**src/shared/tcc_pkg.sv**
```systemverilog
// constants for the channel 0 capture/compare block
package tcc_pkg;
	localparam int ADDR_W = 8;
	localparam int DATA_W = 16;
	// register byte offsets
	localparam logic [7:0] OFS_CCR    = 8'h00;
	localparam logic [7:0] OFS_CTRL   = 8'h04;
	localparam logic [7:0] OFS_STATUS = 8'h08;
	localparam logic [7:0] OFS_MASK   = 8'h0C;
	localparam logic [7:0] OFS_COUNT  = 8'h10;
	// reset values and counter top
	localparam logic [15:0] CCR_RST  = 16'h0000;
	localparam logic [15:0] CNT_ZERO = 16'h0000;
	localparam logic [15:0] CNT_MAX  = 16'hFFFF;
	// control field positions
	localparam int CTRL_RUN   = 0;
	localparam int CTRL_MODE  = 1;
	localparam int MODE_W     = 3;
	localparam int CTRL_CSEL  = 4;
	localparam int CTRL_OE    = 5;
	localparam int CTRL_EDGE  = 6;
	localparam int EDGE_W     = 2;
	localparam int CTRL_W     = 8;
	// status and mask bit positions
	localparam int ST_MATCH = 0;
	localparam int ST_CAPT  = 1;
	localparam int ST_W     = 2;
	// operating modes
	localparam logic [2:0] MODE_INTERVAL = 3'h0;
	localparam logic [2:0] MODE_EXTEVENT = 3'h1;
	localparam logic [2:0] MODE_EXTTRIG  = 3'h2;
	localparam logic [2:0] MODE_ONESHOT  = 3'h3;
	localparam logic [2:0] MODE_PWM      = 3'h4;
	localparam logic [2:0] MODE_FREERUN  = 3'h5;
	localparam logic [2:0] MODE_PULSEW   = 3'h6;
	// valid edge selections
	localparam logic [1:0] EDGE_NONE = 2'h0;
	localparam logic [1:0] EDGE_RISE = 2'h1;
	localparam logic [1:0] EDGE_FALL = 2'h2;
	localparam logic [1:0] EDGE_BOTH = 2'h3;
endpackage

```
**src/logic/tcc_channel0.sv**
```systemverilog
// channel 0 capture/compare register with its 16-bit counter
// Function
// - the register can be chosen as capture only in free-running mode by the select bit; pulse-width mode always captures, other modes compare.
// - the register is read and written as a whole 16-bit word while the timer runs.
// - reset leaves the register at zero.
// - compare writes are taken even while the run enable bit is one.
// - written values move to a compare buffer and a counter match raises the match interrupt.
// - on a match the output pin toggles when its output is enabled.
// - in interval, event, trigger, one-shot and PWM modes a match clears the counter.
// - in free-running capture use a valid input edge latches the counter into the register.
// - in pulse-width mode a valid edge latches the counter and clears it.
// - a read that meets a capture returns a whole, uncorrupted value.
//
// Our own choices: the address-and-strobe port and the address map.
`timescale 1ns/10ps
module tcc_channel0
	import tcc_pkg::*;
#(
	parameter int CNT_W = 16
)(
	input  wire logic              i_mclk,    // system clock, 250 MHz
	input  wire logic              i_sys_rst, // sync reset, active high
	input  wire logic [ADDR_W-1:0] i_addr,    // register byte address
	input  wire logic [DATA_W-1:0] i_wdata,   // write data
	input  wire logic              i_wr,      // write strobe
	input  wire logic              i_rd,      // read strobe
	input  wire logic              i_capt_pin, // capture input pin
	output logic      [DATA_W-1:0] o_rdata,   // read data, cycle after i_rd
	output logic                   o_match,   // match interrupt request pulse
	output logic                   o_out_pin, // timer output pin level
	output logic                   o_irq      // masked interrupt level
);
	logic [CNT_W-1:0]  ccr_reg;
	logic [CNT_W-1:0]  buf_reg;
	logic              pend_reg;
	logic [CNT_W-1:0]  cnt_reg;
	logic [CTRL_W-1:0] ctrl_reg;
	logic [ST_W-1:0]   status_reg;
	logic [ST_W-1:0]   mask_reg;
	logic              edge_det;
	logic              run;
	logic [MODE_W-1:0] mode;
	logic              capt_use;
	logic              is_match;
	logic              is_capt;
	logic              boundary;
	logic              clr_mode;
	logic [ST_W-1:0]   st_set;

	// three-flop synchroniser lives in the edge detector
	tcc_edge_detect u_edge (
		.i_mclk    (i_mclk),
		.i_sys_rst (i_sys_rst),
		.i_pin     (i_capt_pin),
		.i_edge_sel(ctrl_reg[CTRL_EDGE +: EDGE_W]),
		.o_edge    (edge_det)
	);

	function automatic logic clears_on_match(input logic [MODE_W-1:0] m);
		clears_on_match = (m == MODE_INTERVAL) || (m == MODE_EXTEVENT)
			|| (m == MODE_EXTTRIG) || (m == MODE_ONESHOT) || (m == MODE_PWM);
	endfunction

	function automatic logic wr_hit(input logic [ADDR_W-1:0] a, input logic [ADDR_W-1:0] o);
		wr_hit = (a == o);
	endfunction

	assign run  = ctrl_reg[CTRL_RUN];
	assign mode = ctrl_reg[CTRL_MODE +: MODE_W];
	// capture use only in free-running with select, or pulse-width
	assign capt_use = ((mode == MODE_FREERUN) && ctrl_reg[CTRL_CSEL])
		|| (mode == MODE_PULSEW);
	assign clr_mode = clears_on_match(mode);
	assign is_match = run && !capt_use && (cnt_reg == buf_reg);
	assign is_capt  = run && capt_use && edge_det;
	// boundary where a pending value may enter the buffer
	assign boundary = is_match || (cnt_reg == CNT_MAX[CNT_W-1:0]) || !run;
	assign st_set   = {is_capt, is_match};

	// counter: cleared by match in cycle modes, by capture in pulse-width
	always_ff @(posedge i_mclk) begin
		if (i_sys_rst) begin
			cnt_reg <= CNT_ZERO[CNT_W-1:0];
		end else if (!run) begin
			cnt_reg <= CNT_ZERO[CNT_W-1:0];
		end else if (is_match && clr_mode) begin
			cnt_reg <= CNT_ZERO[CNT_W-1:0];
		end else if (is_capt && mode == MODE_PULSEW) begin
			cnt_reg <= CNT_ZERO[CNT_W-1:0];
		end else begin
			cnt_reg <= cnt_reg + 1'b1;
		end
	end

	// capture/compare register; capture beats a same-cycle write
	always_ff @(posedge i_mclk) begin
		if (i_sys_rst) begin
			ccr_reg <= CCR_RST[CNT_W-1:0];
		end else if (is_capt) begin
			ccr_reg <= cnt_reg;
		end else if (i_wr && wr_hit(i_addr, OFS_CCR)) begin
			ccr_reg <= i_wdata[CNT_W-1:0];
		end
	end

	// buffer reloads only at a boundary so a compare never sees a half value
	always_ff @(posedge i_mclk) begin
		if (i_sys_rst) begin
			buf_reg  <= CCR_RST[CNT_W-1:0];
			pend_reg <= 1'b0;
		end else begin
			if (i_wr && wr_hit(i_addr, OFS_CCR) && !boundary) begin
				pend_reg <= 1'b1;
			end else if (boundary) begin
				pend_reg <= 1'b0;
			end
			if (boundary && (pend_reg || (i_wr && wr_hit(i_addr, OFS_CCR)))) begin
				buf_reg <= (i_wr && wr_hit(i_addr, OFS_CCR)) ? i_wdata[CNT_W-1:0]
					: ccr_reg;
			end
		end
	end

	// control and mask registers
	always_ff @(posedge i_mclk) begin
		if (i_sys_rst) begin
			ctrl_reg <= '0;
			mask_reg <= '0;
		end else if (i_wr) begin
			if (wr_hit(i_addr, OFS_CTRL)) begin
				ctrl_reg <= i_wdata[CTRL_W-1:0];
			end else if (wr_hit(i_addr, OFS_MASK)) begin
				mask_reg <= i_wdata[ST_W-1:0];
			end
		end
	end

	// sticky status, write one to clear; a new event wins over the clear
	always_ff @(posedge i_mclk) begin
		if (i_sys_rst) begin
			status_reg <= '0;
		end else if (i_wr && wr_hit(i_addr, OFS_STATUS)) begin
			status_reg <= (status_reg & ~i_wdata[ST_W-1:0]) | st_set;
		end else begin
			status_reg <= status_reg | st_set;
		end
	end

	// match pulse and output toggle
	always_ff @(posedge i_mclk) begin
		if (i_sys_rst) begin
			o_match   <= 1'b0;
			o_out_pin <= 1'b0;
		end else begin
			o_match <= is_match;
			if (is_match && ctrl_reg[CTRL_OE]) begin
				o_out_pin <= !o_out_pin;
			end
		end
	end

	// registered level, so the interrupt line never glitches
	always_ff @(posedge i_mclk) begin
		if (i_sys_rst) begin
			o_irq <= 1'b0;
		end else begin
			o_irq <= |(status_reg & mask_reg);
		end
	end

	// read data sampled whole at the strobe edge, so a capture never tears it
	always_ff @(posedge i_mclk) begin
		if (i_sys_rst) begin
			o_rdata <= '0;
		end else if (i_rd) begin
			if (i_addr == OFS_CCR) begin
				o_rdata <= DATA_W'(ccr_reg);
			end else if (i_addr == OFS_CTRL) begin
				o_rdata <= DATA_W'(ctrl_reg);
			end else if (i_addr == OFS_STATUS) begin
				o_rdata <= DATA_W'(status_reg);
			end else if (i_addr == OFS_MASK) begin
				o_rdata <= DATA_W'(mask_reg);
			end else if (i_addr == OFS_COUNT) begin
				o_rdata <= DATA_W'(cnt_reg);
			end else begin
				o_rdata <= '0;
			end
		end else begin
			o_rdata <= '0;
		end
	end
endmodule

```
**src/logic/tcc_edge_detect.sv**
```systemverilog
// capture input synchroniser and valid edge detector
`timescale 1ns/10ps
module tcc_edge_detect
	import tcc_pkg::*;
(
	input  wire logic              i_mclk,     // system clock
	input  wire logic              i_sys_rst,  // sync reset, active high
	input  wire logic              i_pin,      // asynchronous capture pin
	input  wire logic [EDGE_W-1:0] i_edge_sel, // valid edge selection
	output logic                   o_edge      // one-cycle valid edge pulse
);
	logic       sync1_reg;
	logic       sync2_reg;
	logic       sync3_reg;
	logic       level_reg;
	logic       rise;
	logic       fall;

	always_ff @(posedge i_mclk) begin
		if (i_sys_rst) begin
			sync1_reg <= 1'b0;
			sync2_reg <= 1'b0;
			sync3_reg <= 1'b0;
		end else begin
			sync1_reg <= i_pin;
			sync2_reg <= sync1_reg;
			sync3_reg <= sync2_reg;
		end
	end

	// a change counts only once stages two and three agree
	assign rise = (sync2_reg == sync3_reg) && sync3_reg && !level_reg;
	assign fall = (sync2_reg == sync3_reg) && !sync3_reg && level_reg;

	always_ff @(posedge i_mclk) begin
		if (i_sys_rst) begin
			level_reg <= 1'b0;
			o_edge    <= 1'b0;
		end else begin
			if (rise || fall) begin
				level_reg <= sync3_reg;
			end
			o_edge <= (rise && (i_edge_sel == EDGE_RISE || i_edge_sel == EDGE_BOTH))
				|| (fall && (i_edge_sel == EDGE_FALL || i_edge_sel == EDGE_BOTH));
		end
	end
endmodule

```
**config.mk**
```make
export PLATFORM = sky130hd
export DESIGN_NAME = tcc_channel0
export DESIGN_NICKNAME = d
export VERILOG_FILES = /design/src/shared/tcc_pkg.sv /design/src/logic/tcc_channel0.sv /design/src/logic/tcc_edge_detect.sv
export SDC_FILE = /design/constraint.sdc
export NUM_CORES = 1
export LEC_CHECK = 0
export BUFFER_PORTS_ARGS = -buffer_cell sky130_fd_sc_hd__buf_2
export CAP_MARGIN = 20
export CORE_UTILIZATION = 39
export CTS_CLUSTER_SIZE = 12
export DETAILED_ROUTE_END_ITERATION = 10
export GPL_ROUTABILITY_DRIVEN = 0
export PLACE_DENSITY_LB_ADDON = 0.25
export SLEW_MARGIN = 10
export SYNTH_ARGS = -nofsm -noshare
export SYNTH_HDL_FRONTEND = slang
export SYNTH_HIERARCHICAL = 1
export SYNTH_SLANG_ARGS = --single-unit
```
**constraint.sdc**
```tcl
create_clock -name i_mclk -period 2.7 [get_ports i_mclk]
set_input_delay 0.135 -clock i_mclk [delete_from_list [all_inputs] [get_ports i_mclk]]
set_output_delay 0.135 -clock i_mclk [all_outputs]
set_load 0.05 [all_outputs]
```
# After elaboration in Yosys (flattened, before gate mapping)
# Index checks and enable logic that the tools add are counted.
# word_totals
register_bits,85
out_inout_bits,19
elab_cells,95
# op_classes
add_sub_neg,1
n_eq_ne,16
mux,10
n_bitwise,8
n_reduce_logical,44
# ops
op,count
2-to-1 mux 16 bit,7
logical AND 1 bit,18
"adder 16 x 1 -> 16 bit, second input constant",1
equality test 16 bit,1
"equality test 16 bit, second input constant",1
"equality test 8 x 4 -> 1 bit, second input constant",2
logical OR 1 bit,12
"equality test 3 bit, second input constant",3
"equality test 8 x 3 -> 1 bit, second input constant",1
"equality test 8 x 5 -> 1 bit, second input constant",1
zero test 8 bit,1
"equality test 3 x 2 -> 1 bit, second input constant",2
zero test 1 bit,6
bitwise AND 2 bit,2
"equality test 2 bit, second input constant",2
bitwise OR 2 bit,2
OR reduction 2 bit,2
OR reduction 4 bit,1
"equality test 3 x 1 -> 1 bit, second input constant",1
zero test 3 bit,1
NOT 1 bit,3
AND reduction 3 bit,1
"equality test 2 x 1 -> 1 bit, second input constant",1
2-to-1 mux 1 bit,2
5 further kinds,5

# Depth between registers and ports, before layout
# Gate-level depths: netlist of the first run.
# depth
depth_word,11
depth_mapped,8

# Cells and area by module
# Netlist of the first run, hierarchy kept.
# modules_own_cells
module,n_inst,cells_each,area_per_inst_um2,seq_area_each_um2
tcc_channel0,1,412,3789.9,1601.5
tcc_edge_detect,1,14,157.7,100.1

# Worst setup path before layout of the first run
# OpenSTA, ideal clock, no wires.
# synth_path
kind,register to register
start,register cnt_reg[0]
end,register buf_reg[10]
setup_time_ps,121
t_arrival_ps,1929
setup_slack_ps,650
path_stages_with_launch,7
path_buffers,1
path_cell_list,dfxtp_1 > ha_1 > nand4_1 > o41a_1 > o22ai_4 > buf_12 > mux2_4
# synth_via
elab_chain_cells,5
# synth_lines
item,line_no,text
"start, declared",tcc_channel0.sv:36,logic [CNT_W-1:0] cnt_reg;
"start signal, assigned",tcc_channel0.sv:83,cnt_reg <= CNT_ZERO[CNT_W-1:0];
"start signal, assigned",tcc_channel0.sv:85,cnt_reg <= CNT_ZERO[CNT_W-1:0];
"start signal, assigned",tcc_channel0.sv:87,cnt_reg <= CNT_ZERO[CNT_W-1:0];
equality test 16 bit,tcc_channel0.sv:74,assign is_match = run && !capt_use && (cnt_reg == buf_reg);
logical AND 1 bit,tcc_channel0.sv:74,
logical OR 1 bit (*) (2 in a row),tcc_channel0.sv:77,assign boundary = is_match || (cnt_reg == CNT_MAX[CNT_W-1:0]) || !run;
logical AND 1 bit (*),tcc_channel0.sv:117,"if (boundary && (pend_reg || (i_wr && wr_hit(i_addr, OFS_CCR)))) begin"
"end signal, assigned",tcc_channel0.sv:109,buf_reg <= CCR_RST[CNT_W-1:0];
"end signal, assigned",tcc_channel0.sv:118,"buf_reg <= (i_wr && wr_hit(i_addr, OFS_CCR)) ? i_wdata[CNT_W-1:0]"
"end, declared",tcc_channel0.sv:34,logic [CNT_W-1:0] buf_reg;
# Mark *: on every way between the ends. The rest lies on a longest branch, timed or not.
# A chain may end at the register's enable or synchronous reset.

# Worst setup path in the final report of the first run
# layout_path
start,register cnt_reg[3]
end,register buf_reg[15]
# The elaborated chain is that of the path after synthesis.

==> flow_metrics.tcl, run 1 <==
set metrics [dict create \
    synthesized_instance_count 426 \
    chipWidth_um 102.6 \
    slew_viol_final 0 \
    number_of_setup_buffers_added_after_cts 0 \
    cap_violations 0 \
    route.final.wire_length_mm 9.477 \
    setup_violations 0 \
    dp_hpwl_mm 6.958 \
    final.min_clock_period_ns 2.291 \
    yosys.area_share.simple_pct 22.25 \
    layout_cell_share_with_drive_strength_beyond_1_pct 20.43 \
    number_of_detailed_route_iterations_in_the_first_pass 4 \
    clock_sinks 85 \
    drt_drc_violations_left 0 \
    total_die_area_sq_um 10530 \
    grt_max_degree 37 \
    synthesis.area_sq_um 3948 \
    fin_ws_ns 0.4093 \
    worst-path-max-fanout 16 \
    critPathSlowestCell "sky130_fd_sc_hd__dfxtp_1" \
    overall_track_demand_over_capacity_in_global_routing_pct 19.48 \
    portBuffers 47 \
    totalPowerFinal_mw 2.311 \
    fin_nets 498 \
    fillers 984 \
    detailroute.via_count 3073 \
    number_of_flops_mapped_to_enable_cells_by_yosys 0 \
    initial_antenna_violation_count 0 \
    first_global_vias 2916 \
    cts_inserted_buffers 9 \
    path_class "flop to flop" \
    coreArea_sq_um 9774 \
    antenna_cell_count 0 \
    yosys_most_used_dff "sky130_fd_sc_hd__dfxtp_1" \
    tritoncts "built" \
    hold_violations 0 \
    postPlaceCellArea_sq_um 4289 \
    layout_worst_path_cycle_share_pct 84.84 \
    tightestPinTransition_ns 0.5956 \
    grt_first_pass_wirelength_mm 15.17 \
    synthesis.nets 456 \
    critical-path-max-stage-delay_ns 0.59 \
    antenna_left 0 \
    worstPathBufferInverterCount 1 \
    power_leakage_nw 1.957 \
    vias_per_cell 5.096 \
    synth_top_family_by_area "simple AND/OR/NAND/NOR gates" \
    critical-path-top-delay-family "simple AND/OR/NAND/NOR gates" \
    cts-htree-levels 3 \
    first_iter_violations 134 \
    start_kind "flop" \
    tightest_slew_margin_relative_to_the_limit_pct 60.15 \
    syn_area_per_cell_sq_um 9.267 \
    setup_tns_ns 0 \
    synth-seq-cells 85 \
    synth_warnings 6 \
    cts.root.buffer_cell "sky130_fd_sc_hd__clkbuf_8" \
    rows 36 \
    place_ws_ns 0.4520 \
    worst_ep_arrival_time_ns 2.55 \
    synthXorXnorAreaFrac_pct 6.656 \
    outcome "finished clean" \
    finish.instance_area_sq_um 4501 \
    finClkSkew_ns 0.008714 \
    ctsResizeCount 0 \
    post_place_cells 589 \
    synth_compound_gate_area_share_pct 10.62 \
    route.detailed.wl_per_inst_um 15.72 \
    synth_fa_ha_area_share_pct 0.3170 \
    hold_path.class "input pin to flop" \
    synthMuxAreaShare_pct 12.39 \
    worstPathCellList "xnor2_1, nand4_1, or3_1, o22ai_4, buf_4, mux2_2" \
    synthArstFlopShare_pct 0 \
    worst_setup_hold_path_clk_slew_ns 0.08 \
    maxClockFrequency_mhz 436.5 \
    crit_path_end_kind "flop" \
    finish.cell_count_without_fillers 603 \
    synth.lib_cells_used.distinct 49 \
    worst_skew_pair.late_latency_ns 0.37 \
    cts_hold_repair.buffers 1 \
    die_y_um 102.6 \
    floorplan.initialDensity_pct 40.39 \
    critical_path_required_ns 2.96 \
    clock_tree.buffer_depth 2 \
    irDropWorstVdd_uv 186.5 \
    grt_setup_unrepaired "no" \
    num_io_pins 48 \
    synth.yosys.seq_area_share_pct 43.11 \
    globalRouteOverflowTotal 0 \
    areaGrowthSynthToFinish_pct 14.01 \
    cellPowerDensity_nw_per_um2 513.4 \
]
synth_stat cells (10+ instances only):
cell type | count | area [sq um]
sky130_fd_sc_hd__a21oi_1 | 17 | 85.08
sky130_fd_sc_hd__dfxtp_1 | 85 | 1702
sky130_fd_sc_hd__nor2b_1 | 23 | 143.9
sky130_fd_sc_hd__clkbuf_1 | 18 | 67.56
sky130_fd_sc_hd__nand4_1 | 10 | 62.56
sky130_fd_sc_hd__nor2_1 | 83 | 311.6
sky130_fd_sc_hd__mux2_4 | 10 | 150.1
sky130_fd_sc_hd__a211oi_1 | 17 | 127.6
sky130_fd_sc_hd__xnor2_1 | 14 | 122.6
sky130_fd_sc_hd__nor3_1 | 11 | 55.05
sky130_fd_sc_hd__xor2_1 | 16 | 140.1
sky130_fd_sc_hd__inv_1 | 11 | 41.29
sky130_fd_sc_hd__mux2i_1 | 26 | 260.3
logic make-up (layout without fill, tap and decap cells):
group                      after synthesis  in the layout
adders and majority gates                1              1
muxes                                   43             43
buffers and inverters                   39             83
DFF                                     85             85
and+or+nand+nor                        170            170
xor gates and xnor gates                30             30
AOI/OAI and AO/OA                       58             58
cells in the final DEF (no fill, tap or decap), drive strengths merged, types with 2 or more instances in the layout:
cell type | netlist | routed
nand3b | 2 | 2
xnor2 | 14 | 14
bufinv | 0 | 2
nand2 | 9 | 9
a21oi | 17 | 17
inv | 11 | 11
nor4 | 6 | 6
clkbuf | 18 | 11
mux2i | 26 | 26
mux2 | 17 | 17
a211oi | 17 | 17
a21boi | 2 | 2
and4 | 2 | 2
nand3 | 7 | 7
nor2b | 23 | 23
and3 | 3 | 3
or3 | 5 | 5
o21ai | 3 | 3
nor2 | 83 | 83
a22oi | 9 | 9
nor3 | 12 | 12
xor2 | 16 | 16
nand4 | 10 | 10
buf | 10 | 58
nand2b | 3 | 3
a31oi | 2 | 2
dfxtp | 85 | 85
worst paths after layout:
| kind | to | from | slack (ns) | depth (start not counted) |
|---|---|---|---|---|
| hold / removal | ctrl_reg[7] | i_wdata[7] | 0.02 | 3 |
| hold reg to reg | u_edge/sync2_reg | u_edge/sync1_reg | 0.45 | 1 |
| setup / recovery | buf_reg[15] | cnt_reg[3] | 0.41 | 6 |
| setup reg to reg | buf_reg[15] | cnt_reg[3] | 0.41 | 6 |
metal layers:
layer	share of wire [%]	vias up	global-route usage (%)
met5	0	-	0
li1	-	1549	-
met1	49	1451	27.79
met2	44	63	28.56
met3	5.3	10	4.271
met4	1.7	0	7.363
stage by stage:
step,hold slack (ns),util (%)
floorplan,0.2041,-
global placement,0.3494,43.88
detailed placement,0.3625,43.88
CTS,0.007299,46.04
global route,0.03175,46.04
finish,0.02173,46.04
where the power goes:
group | internal (mW) | total [mW] | switching [mW]
Clock | 0.532 | 0.970 | 0.438
Sequential | 1.25 | 1.26 | 0.00166
Combinational | 0.0313 | 0.0846 | 0.0533
tightest hold or removal path: cells and delay by family:
family | cells | cell delay [ns]
buf+inv | 1 | 0.09
simple gates | 1 | 0.07
mux | 1 | 0.06
final cells by class:
cell class,count,area (sq um),share of cell area [%]
Inverter,11,41.29,0.9174
Timing Repair Buffer,59,327.8,7.284
Clock buffer,11,141.4,3.142
Multi-Input combinational cell,302,2062,45.82
Sequential cell,85,1702,37.81
Tap cell,133,166.4,3.698
Clock inverter,2,60.06,1.334
No activity file was read; power rests on OpenSTA's default activity.
==> run 2, diff against run 1 <==
==> constraint.sdc (replaced) <==
create_clock -name i_mclk -period 1.85 [get_ports i_mclk]
set_input_delay 0.0925 -clock i_mclk [delete_from_list [all_inputs] [get_ports i_mclk]]
set_output_delay 0.0925 -clock i_mclk [all_outputs]
set_load 0.05 [all_outputs]
==> flow_metrics.tcl, run 2 (synthesis gave the netlist of run 1 again) <==
set metrics [dict create \
    final.min_clock_period_ns 1.949 \
    drt_drc_violations_left 0 \
    critical_path_required_ns 2.10 \
    antenna_cell_count 0 \
    worst_setup_hold_path_clk_slew_ns 0.08 \
    vias_per_cell 5.086 \
    globalRouteOverflowTotal 0 \
    fin_ws_ns -0.09936 \
    cts-htree-levels 3 \
    finClkSkew_ns 0.006291 \
    cts.root.buffer_cell "sky130_fd_sc_hd__clkbuf_8" \
    cts_inserted_buffers 9 \
    total_die_area_sq_um 10530 \
    power_leakage_nw 2.233 \
    rows 36 \
    hold_path.class "input pin to flop" \
    initial_antenna_violation_count 0 \
    worstPathBufferInverterCount 2 \
    start_kind "flop" \
    final_cell_mix "sky130_fd_sc_hd__nor2_1, sky130_fd_sc_hd__dfxtp_1, sky130_fd_sc_hd__buf_4" \
    route.detailed.wl_per_inst_um 15.96 \
    layout_cell_share_with_drive_strength_beyond_1_pct 30.96 \
    critPathSlowestCell "sky130_fd_sc_hd__o41a_1" \
    tightest_slew_margin_relative_to_the_limit_pct 71.92 \
    clock_sinks 85 \
    totalPowerFinal_mw 3.424 \
    layout_commonest_cell "sky130_fd_sc_hd__nor2_1" \
    dp_hpwl_mm 7.635 \
    violated_checks "negative setup slack" \
    worstPathCellList "buf_4, nand4_1, o41a_1, o22ai_4, clkbuf_16, mux2_4" \
    critical-path-top-delay-family "compound AO/OA/AOI/OAI gates" \
    cap_violations 0 \
    slew_viol_final 0 \
    cellPowerDensity_nw_per_um2 678.6 \
    worst_skew_pair.late_latency_ns 0.36 \
    worst_ep_arrival_time_ns 2.20 \
    detailroute.via_count 3321 \
    worst-path-max-fanout 8 \
    die_y_um 102.6 \
    fin_nets 545 \
    tritoncts "built" \
    floorplan.initialDensity_pct 40.39 \
    critical-path-max-stage-delay_ns 0.46 \
    irDropWorstVdd_uv 307.8 \
    crit_path_end_kind "flop" \
    path_class "flop to flop" \
    num_io_pins 48 \
    grt_first_pass_wirelength_mm 16.16 \
    first_global_vias 3129 \
    antenna_left 0 \
    areaGrowthSynthToFinish_pct 27.80 \
    chipWidth_um 102.6 \
    maxClockFrequency_mhz 513.0 \
    clock_tree.buffer_depth 2 \
    first_iter_violations 188 \
    place_ws_ns -0.1400 \
    hold_violations 0 \
    worst_r2r_path_depth 6 \
    portBuffers 47 \
    ff2ff_setup_slack_ns -0.1 \
    setup_violations 33 \
    route.final.wire_length_mm 10.42 \
    grt_setup_unrepaired "yes" \
    setup_tns_ns -1.831 \
    grt_max_degree 36 \
    number_of_detailed_route_iterations_in_the_first_pass 5 \
    cp_num_cells 6 \
    outcome "finished, violations left" \
    overall_track_demand_over_capacity_in_global_routing_pct 20.98 \
    tightestPinTransition_ns 0.4212 \
    layout_worst_path_cycle_share_pct 105.4 \
    coreArea_sq_um 9774 \
    hold_path_cells 3 \
]
-- run 2: changes by cell type in the layout (fill, tap and decap cells not counted), moves of 3 or more --
cell                            before  now
sky130_fd_sc_hd__dfxtp_1            85   73
sky130_fd_sc_hd__mux2_2              7    1
sky130_fd_sc_hd__buf_4              11   49
sky130_fd_sc_hd__dlygate4sd3_1       1    4
sky130_fd_sc_hd__dfxtp_4             0    4
sky130_fd_sc_hd__dfxtp_2             0    8
sky130_fd_sc_hd__mux2_4             10   16
sky130_fd_sc_hd__buf_12              0    3
-- run 2: where the power goes --
part	switching, mW	internal [mW]
Sequential	0.00222	1.82
Clock	0.684	0.766
Combinational	0.0856	0.0601
Total	0.772	2.65
-- run 2: tightest hold or removal path, cell delays in order --
cell and delay (ns):
sky130_fd_sc_hd__buf_2 0.11, sky130_fd_sc_hd__mux2i_1 0.07, sky130_fd_sc_hd__nor2_1 0.08
-- run 2: worst paths after layout --
| path | endpoint | start |
|---|---|---|
| max | buf_reg[6] | cnt_reg[5] |
| min reg2reg | u_edge/sync2_reg | u_edge/sync1_reg |
| min | ctrl_reg[4] | i_wdata[4] |
| max reg2reg | buf_reg[6] | cnt_reg[5] |
-- run 2: cell type report --
| class | instances | area (sq um) |
|---|---|---|
| fillers | 903 | 4730 |
| multi-input cells | 302 | 2131 |
| flip-flops and latches | 85 | 1727 |
| repair buffers | 106 | 764.5 |
| well taps | 133 | 166.4 |
| clock buffers | 11 | 131.4 |
| clock inverters | 5 | 83.83 |
| inverters | 11 | 41.29 |
-- run 2: what timing repair did --
item,CTS,global route
endpoints found under the setup margin,33,32
buffers inserted,0,2
gates resized for setup,4,17
gates cloned,0,2
endpoints found under the hold margin,4,0
pin swaps,0,6
hold buffers,4,0
-- run 2: per-stage QoR --
stage                     util [%]  hold WS (ns)  std cells  cell area (sq um)
after floorplan                  -        0.1616        426               4019
after global placement       47.66        0.3041        629               4658
after detailed placement     47.66        0.3139        629               4658
after CTS                    50.38       0.01126        649               4925
after global routing         51.61       0.03246        653               5045
final                        51.61       0.02996        653               5045
-- run 2: metal layers --
metal	up-vias	wire, um	track usage, %
li1	1645	-	-
met1	1569	4960	28.60
met2	91	4786	32.21
met3	16	449	3.051
met4	0	226	10.77
met5	-	0	0
==> run 3, diff against run 2 <==
--- a/config.mk
+++ b/config.mk
@@ -15,5 +15,4 @@
 export SLEW_MARGIN = 10
 export SYNTH_ARGS = -nofsm -noshare
 export SYNTH_HDL_FRONTEND = slang
-export SYNTH_HIERARCHICAL = 1
 export SYNTH_SLANG_ARGS = --single-unit
==> flow_metrics.tcl, run 3 <==
set metrics [dict create \
    route.final.wire_length_mm 9.628 \
    grt_max_degree 69 \
    clock_tree.buffer_depth 2 \
    antenna_left 0 \
    post_place_cells 613 \
    synth_warnings 0 \
    overall_track_demand_over_capacity_in_global_routing_pct 19.90 \
    synth_top_cell_by_area "sky130_fd_sc_hd__dfxtp_1" \
    tightest_slew_margin_relative_to_the_limit_pct 48.67 \
    final.min_clock_period_ns 1.910 \
    hold_path.class "input pin to flop" \
    yosys_most_used_dff "sky130_fd_sc_hd__dfxtp_1" \
    finClkSkew_ns 0.01060 \
    grt_first_pass_wirelength_mm 15.50 \
    violated_checks "negative setup slack" \
    synth.yosys.seq_area_share_pct 43.60 \
    synthesis.nets 448 \
    fin_ws_ns -0.06001 \
    antenna_cell_count 0 \
    die_y_um 102.0 \
    synthesized_instance_count 418 \
    setup_tns_ns -0.6535 \
    layout_worst_path_cycle_share_pct 103.2 \
    num_io_pins 48 \
    place_ws_ns -0.1190 \
    rows 36 \
    number_of_detailed_route_iterations_in_the_first_pass 5 \
    crit_path_end_kind "flop" \
    post_synth_most_frequent_cells "sky130_fd_sc_hd__dfxtp_1, sky130_fd_sc_hd__nor2_1, sky130_fd_sc_hd__nand2_1" \
    tritoncts "built" \
    coreArea_sq_um 9729 \
    fin_nets 530 \
    drt_drc_violations_left 0 \
    start_kind "flop" \
    areaGrowthSynthToFinish_pct 27.00 \
    initial_antenna_violation_count 0 \
    synth-seq-cells 85 \
    chipWidth_um 102.0 \
    synth.lib_cells_used.distinct 50 \
    portBuffers 47 \
    total_die_area_sq_um 10410 \
    layout_commonest_cell "sky130_fd_sc_hd__dfxtp_1" \
    cts.root.buffer_cell "sky130_fd_sc_hd__clkbuf_8" \
    outcome "finished, violations left" \
    netlist_top_cells_area "sky130_fd_sc_hd__dfxtp_1, sky130_fd_sc_hd__nor2_1, sky130_fd_sc_hd__mux2i_1" \
    first_global_vias 3052 \
    finish.cell_count_without_fillers 638 \
    setup_violations 16 \
    detailroute.via_count 3187 \
    cellPowerDensity_nw_per_um2 722.8 \
    floorplan.initialDensity_pct 40.11 \
    totalPowerFinal_mw 3.582 \
    synthArstFlopShare_pct 0 \
    final_cell_mix "sky130_fd_sc_hd__dfxtp_1, sky130_fd_sc_hd__nor2_1, sky130_fd_sc_hd__buf_2" \
    dp_hpwl_mm 6.918 \
    maxClockFrequency_mhz 523.6 \
    worst_setup_hold_path_clk_slew_ns 0.09 \
    library_cell_with_the_highest_instance_count_after_synthesis "sky130_fd_sc_hd__dfxtp_1" \
    vias_per_cell 4.995 \
    postPlaceCellArea_sq_um 4543 \
    power_leakage_nw 2.101 \
    layout_cell_share_with_drive_strength_beyond_1_pct 31.68 \
    finish.instance_area_sq_um 4956 \
    cap_violations 0 \
    cts-htree-levels 3 \
    worst_skew_pair.late_latency_ns 0.36 \
    synthesis.area_sq_um 3902 \
    post-synth-top-area-fraction_pct 43.60 \
    number_of_flops_mapped_to_enable_cells_by_yosys 0 \
    path_class "flop to flop" \
    critical_path_required_ns 2.09 \
    first_iter_violations 128 \
    route.detailed.wl_per_inst_um 15.09 \
    globalRouteOverflowTotal 0 \
    slew_viol_final 0 \
    grt_setup_unrepaired "yes" \
    hold_violations 0 \
    hold-worst-slack_ns 0.01599 \
    clock_sinks 85 \
    worst-path-max-fanout 7 \
    postLayoutCoreUtil_pct 50.94 \
    irDropWorstVdd_uv 309.6 \
    worst_ep_arrival_time_ns 2.15 \
    tightestPinTransition_ns 0.7700 \
    cts_inserted_buffers 9 \
    syn_area_per_cell_sq_um 9.336 \
]
[run 3: cell types whose count changed after synthesis, moves of 3 or more]
cell and delta:
sky130_fd_sc_hd__a222oi_1 +3, sky130_fd_sc_hd__nand2_1 +17, sky130_fd_sc_hd__nand3_1 +10, sky130_fd_sc_hd__nand4_1 -6, sky130_fd_sc_hd__a22oi_1 +5, sky130_fd_sc_hd__inv_1 -5, sky130_fd_sc_hd__or3_1 -5, sky130_fd_sc_hd__nor2_1 -13
sky130_fd_sc_hd__mux2i_1 -9, sky130_fd_sc_hd__clkbuf_1 -7, sky130_fd_sc_hd__nor3_1 -6, sky130_fd_sc_hd__buf_2 +4, sky130_fd_sc_hd__clkbuf_2 +3
[run 3: where the power goes]
group / internal (mW) / switching [mW] / total, mW
clock network: 0.946 / 0.690 / 1.64
registers: 1.83 / 0.00190 / 1.83
logic: 0.0459 / 0.0737 / 0.120
[run 3: logic make-up (layout without fill, tap and decap cells)]
group | count (synthesis) | after routing | synth area share, %
multiplexers | 34 | 34 | 10.23
adder cells (fa/ha/maj) | 1 | 1 | 0.3206
flip-flops | 85 | 85 | 43.60
buffers and inverters | 36 | 123 | 4.745
XOR/XNOR | 30 | 30 | 6.733
AND/OR/NAND/NOR | 166 | 166 | 21.64
AO/OA/AOI/OAI | 66 | 66 | 12.73
[run 3: what timing repair did]
item,CTS,global route
resized for setup,12,11
hold buffers,4,0
setup endpoints to repair,33,35
endpoints found under the hold margin,4,0
setup buffers,4,1
gates cloned,0,0
pin swaps,4,2
[run 3: layer usage]
metal | wire, um | part of all wire [%] | global-route usage [%]
met1 | 4681 | 49 | 26.75
met3 | 367 | 3.8 | 3.352
met2 | 4469 | 46 | 31.91
met4 | 110 | 1.1 | 7.692
met5 | 0 | 0 | 0
[run 3: area by class of cell]
| type | count | area [sq um] |
|---|---|---|
| clock buffers | 10 | 137.6 |
| repair buffers | 101 | 703.2 |
| inverters | 6 | 22.52 |
| fillers | 940 | 4773 |
| flip-flops and latches | 85 | 1722 |
| well taps | 133 | 166.4 |
| multi-input cells | 297 | 2088 |
| clock inverters | 6 | 116.4 |
[run 3: worst max-delay path, cell delays in order, from the launching register on]
cell	delay, ns
sky130_fd_sc_hd__dfxtp_2	0.34
sky130_fd_sc_hd__xor2_1	0.17
sky130_fd_sc_hd__nor4_2	0.32
sky130_fd_sc_hd__buf_4	0.17
sky130_fd_sc_hd__nand3b_1	0.12
sky130_fd_sc_hd__o22ai_4	0.20
sky130_fd_sc_hd__buf_8	0.18
sky130_fd_sc_hd__mux2_4	0.30
[run 3: worst paths after layout]
path,from,endpoint,slack (ns),cells past startpoint
setup reg to reg,buf_reg[6],buf_reg[13],-0.06,7
hold reg to reg,u_edge.sync1_reg,u_edge.sync2_reg,0.45,1
hold / removal,i_wdata[5],ctrl_reg[5],0.02,3
setup / recovery,buf_reg[6],buf_reg[13],-0.06,7
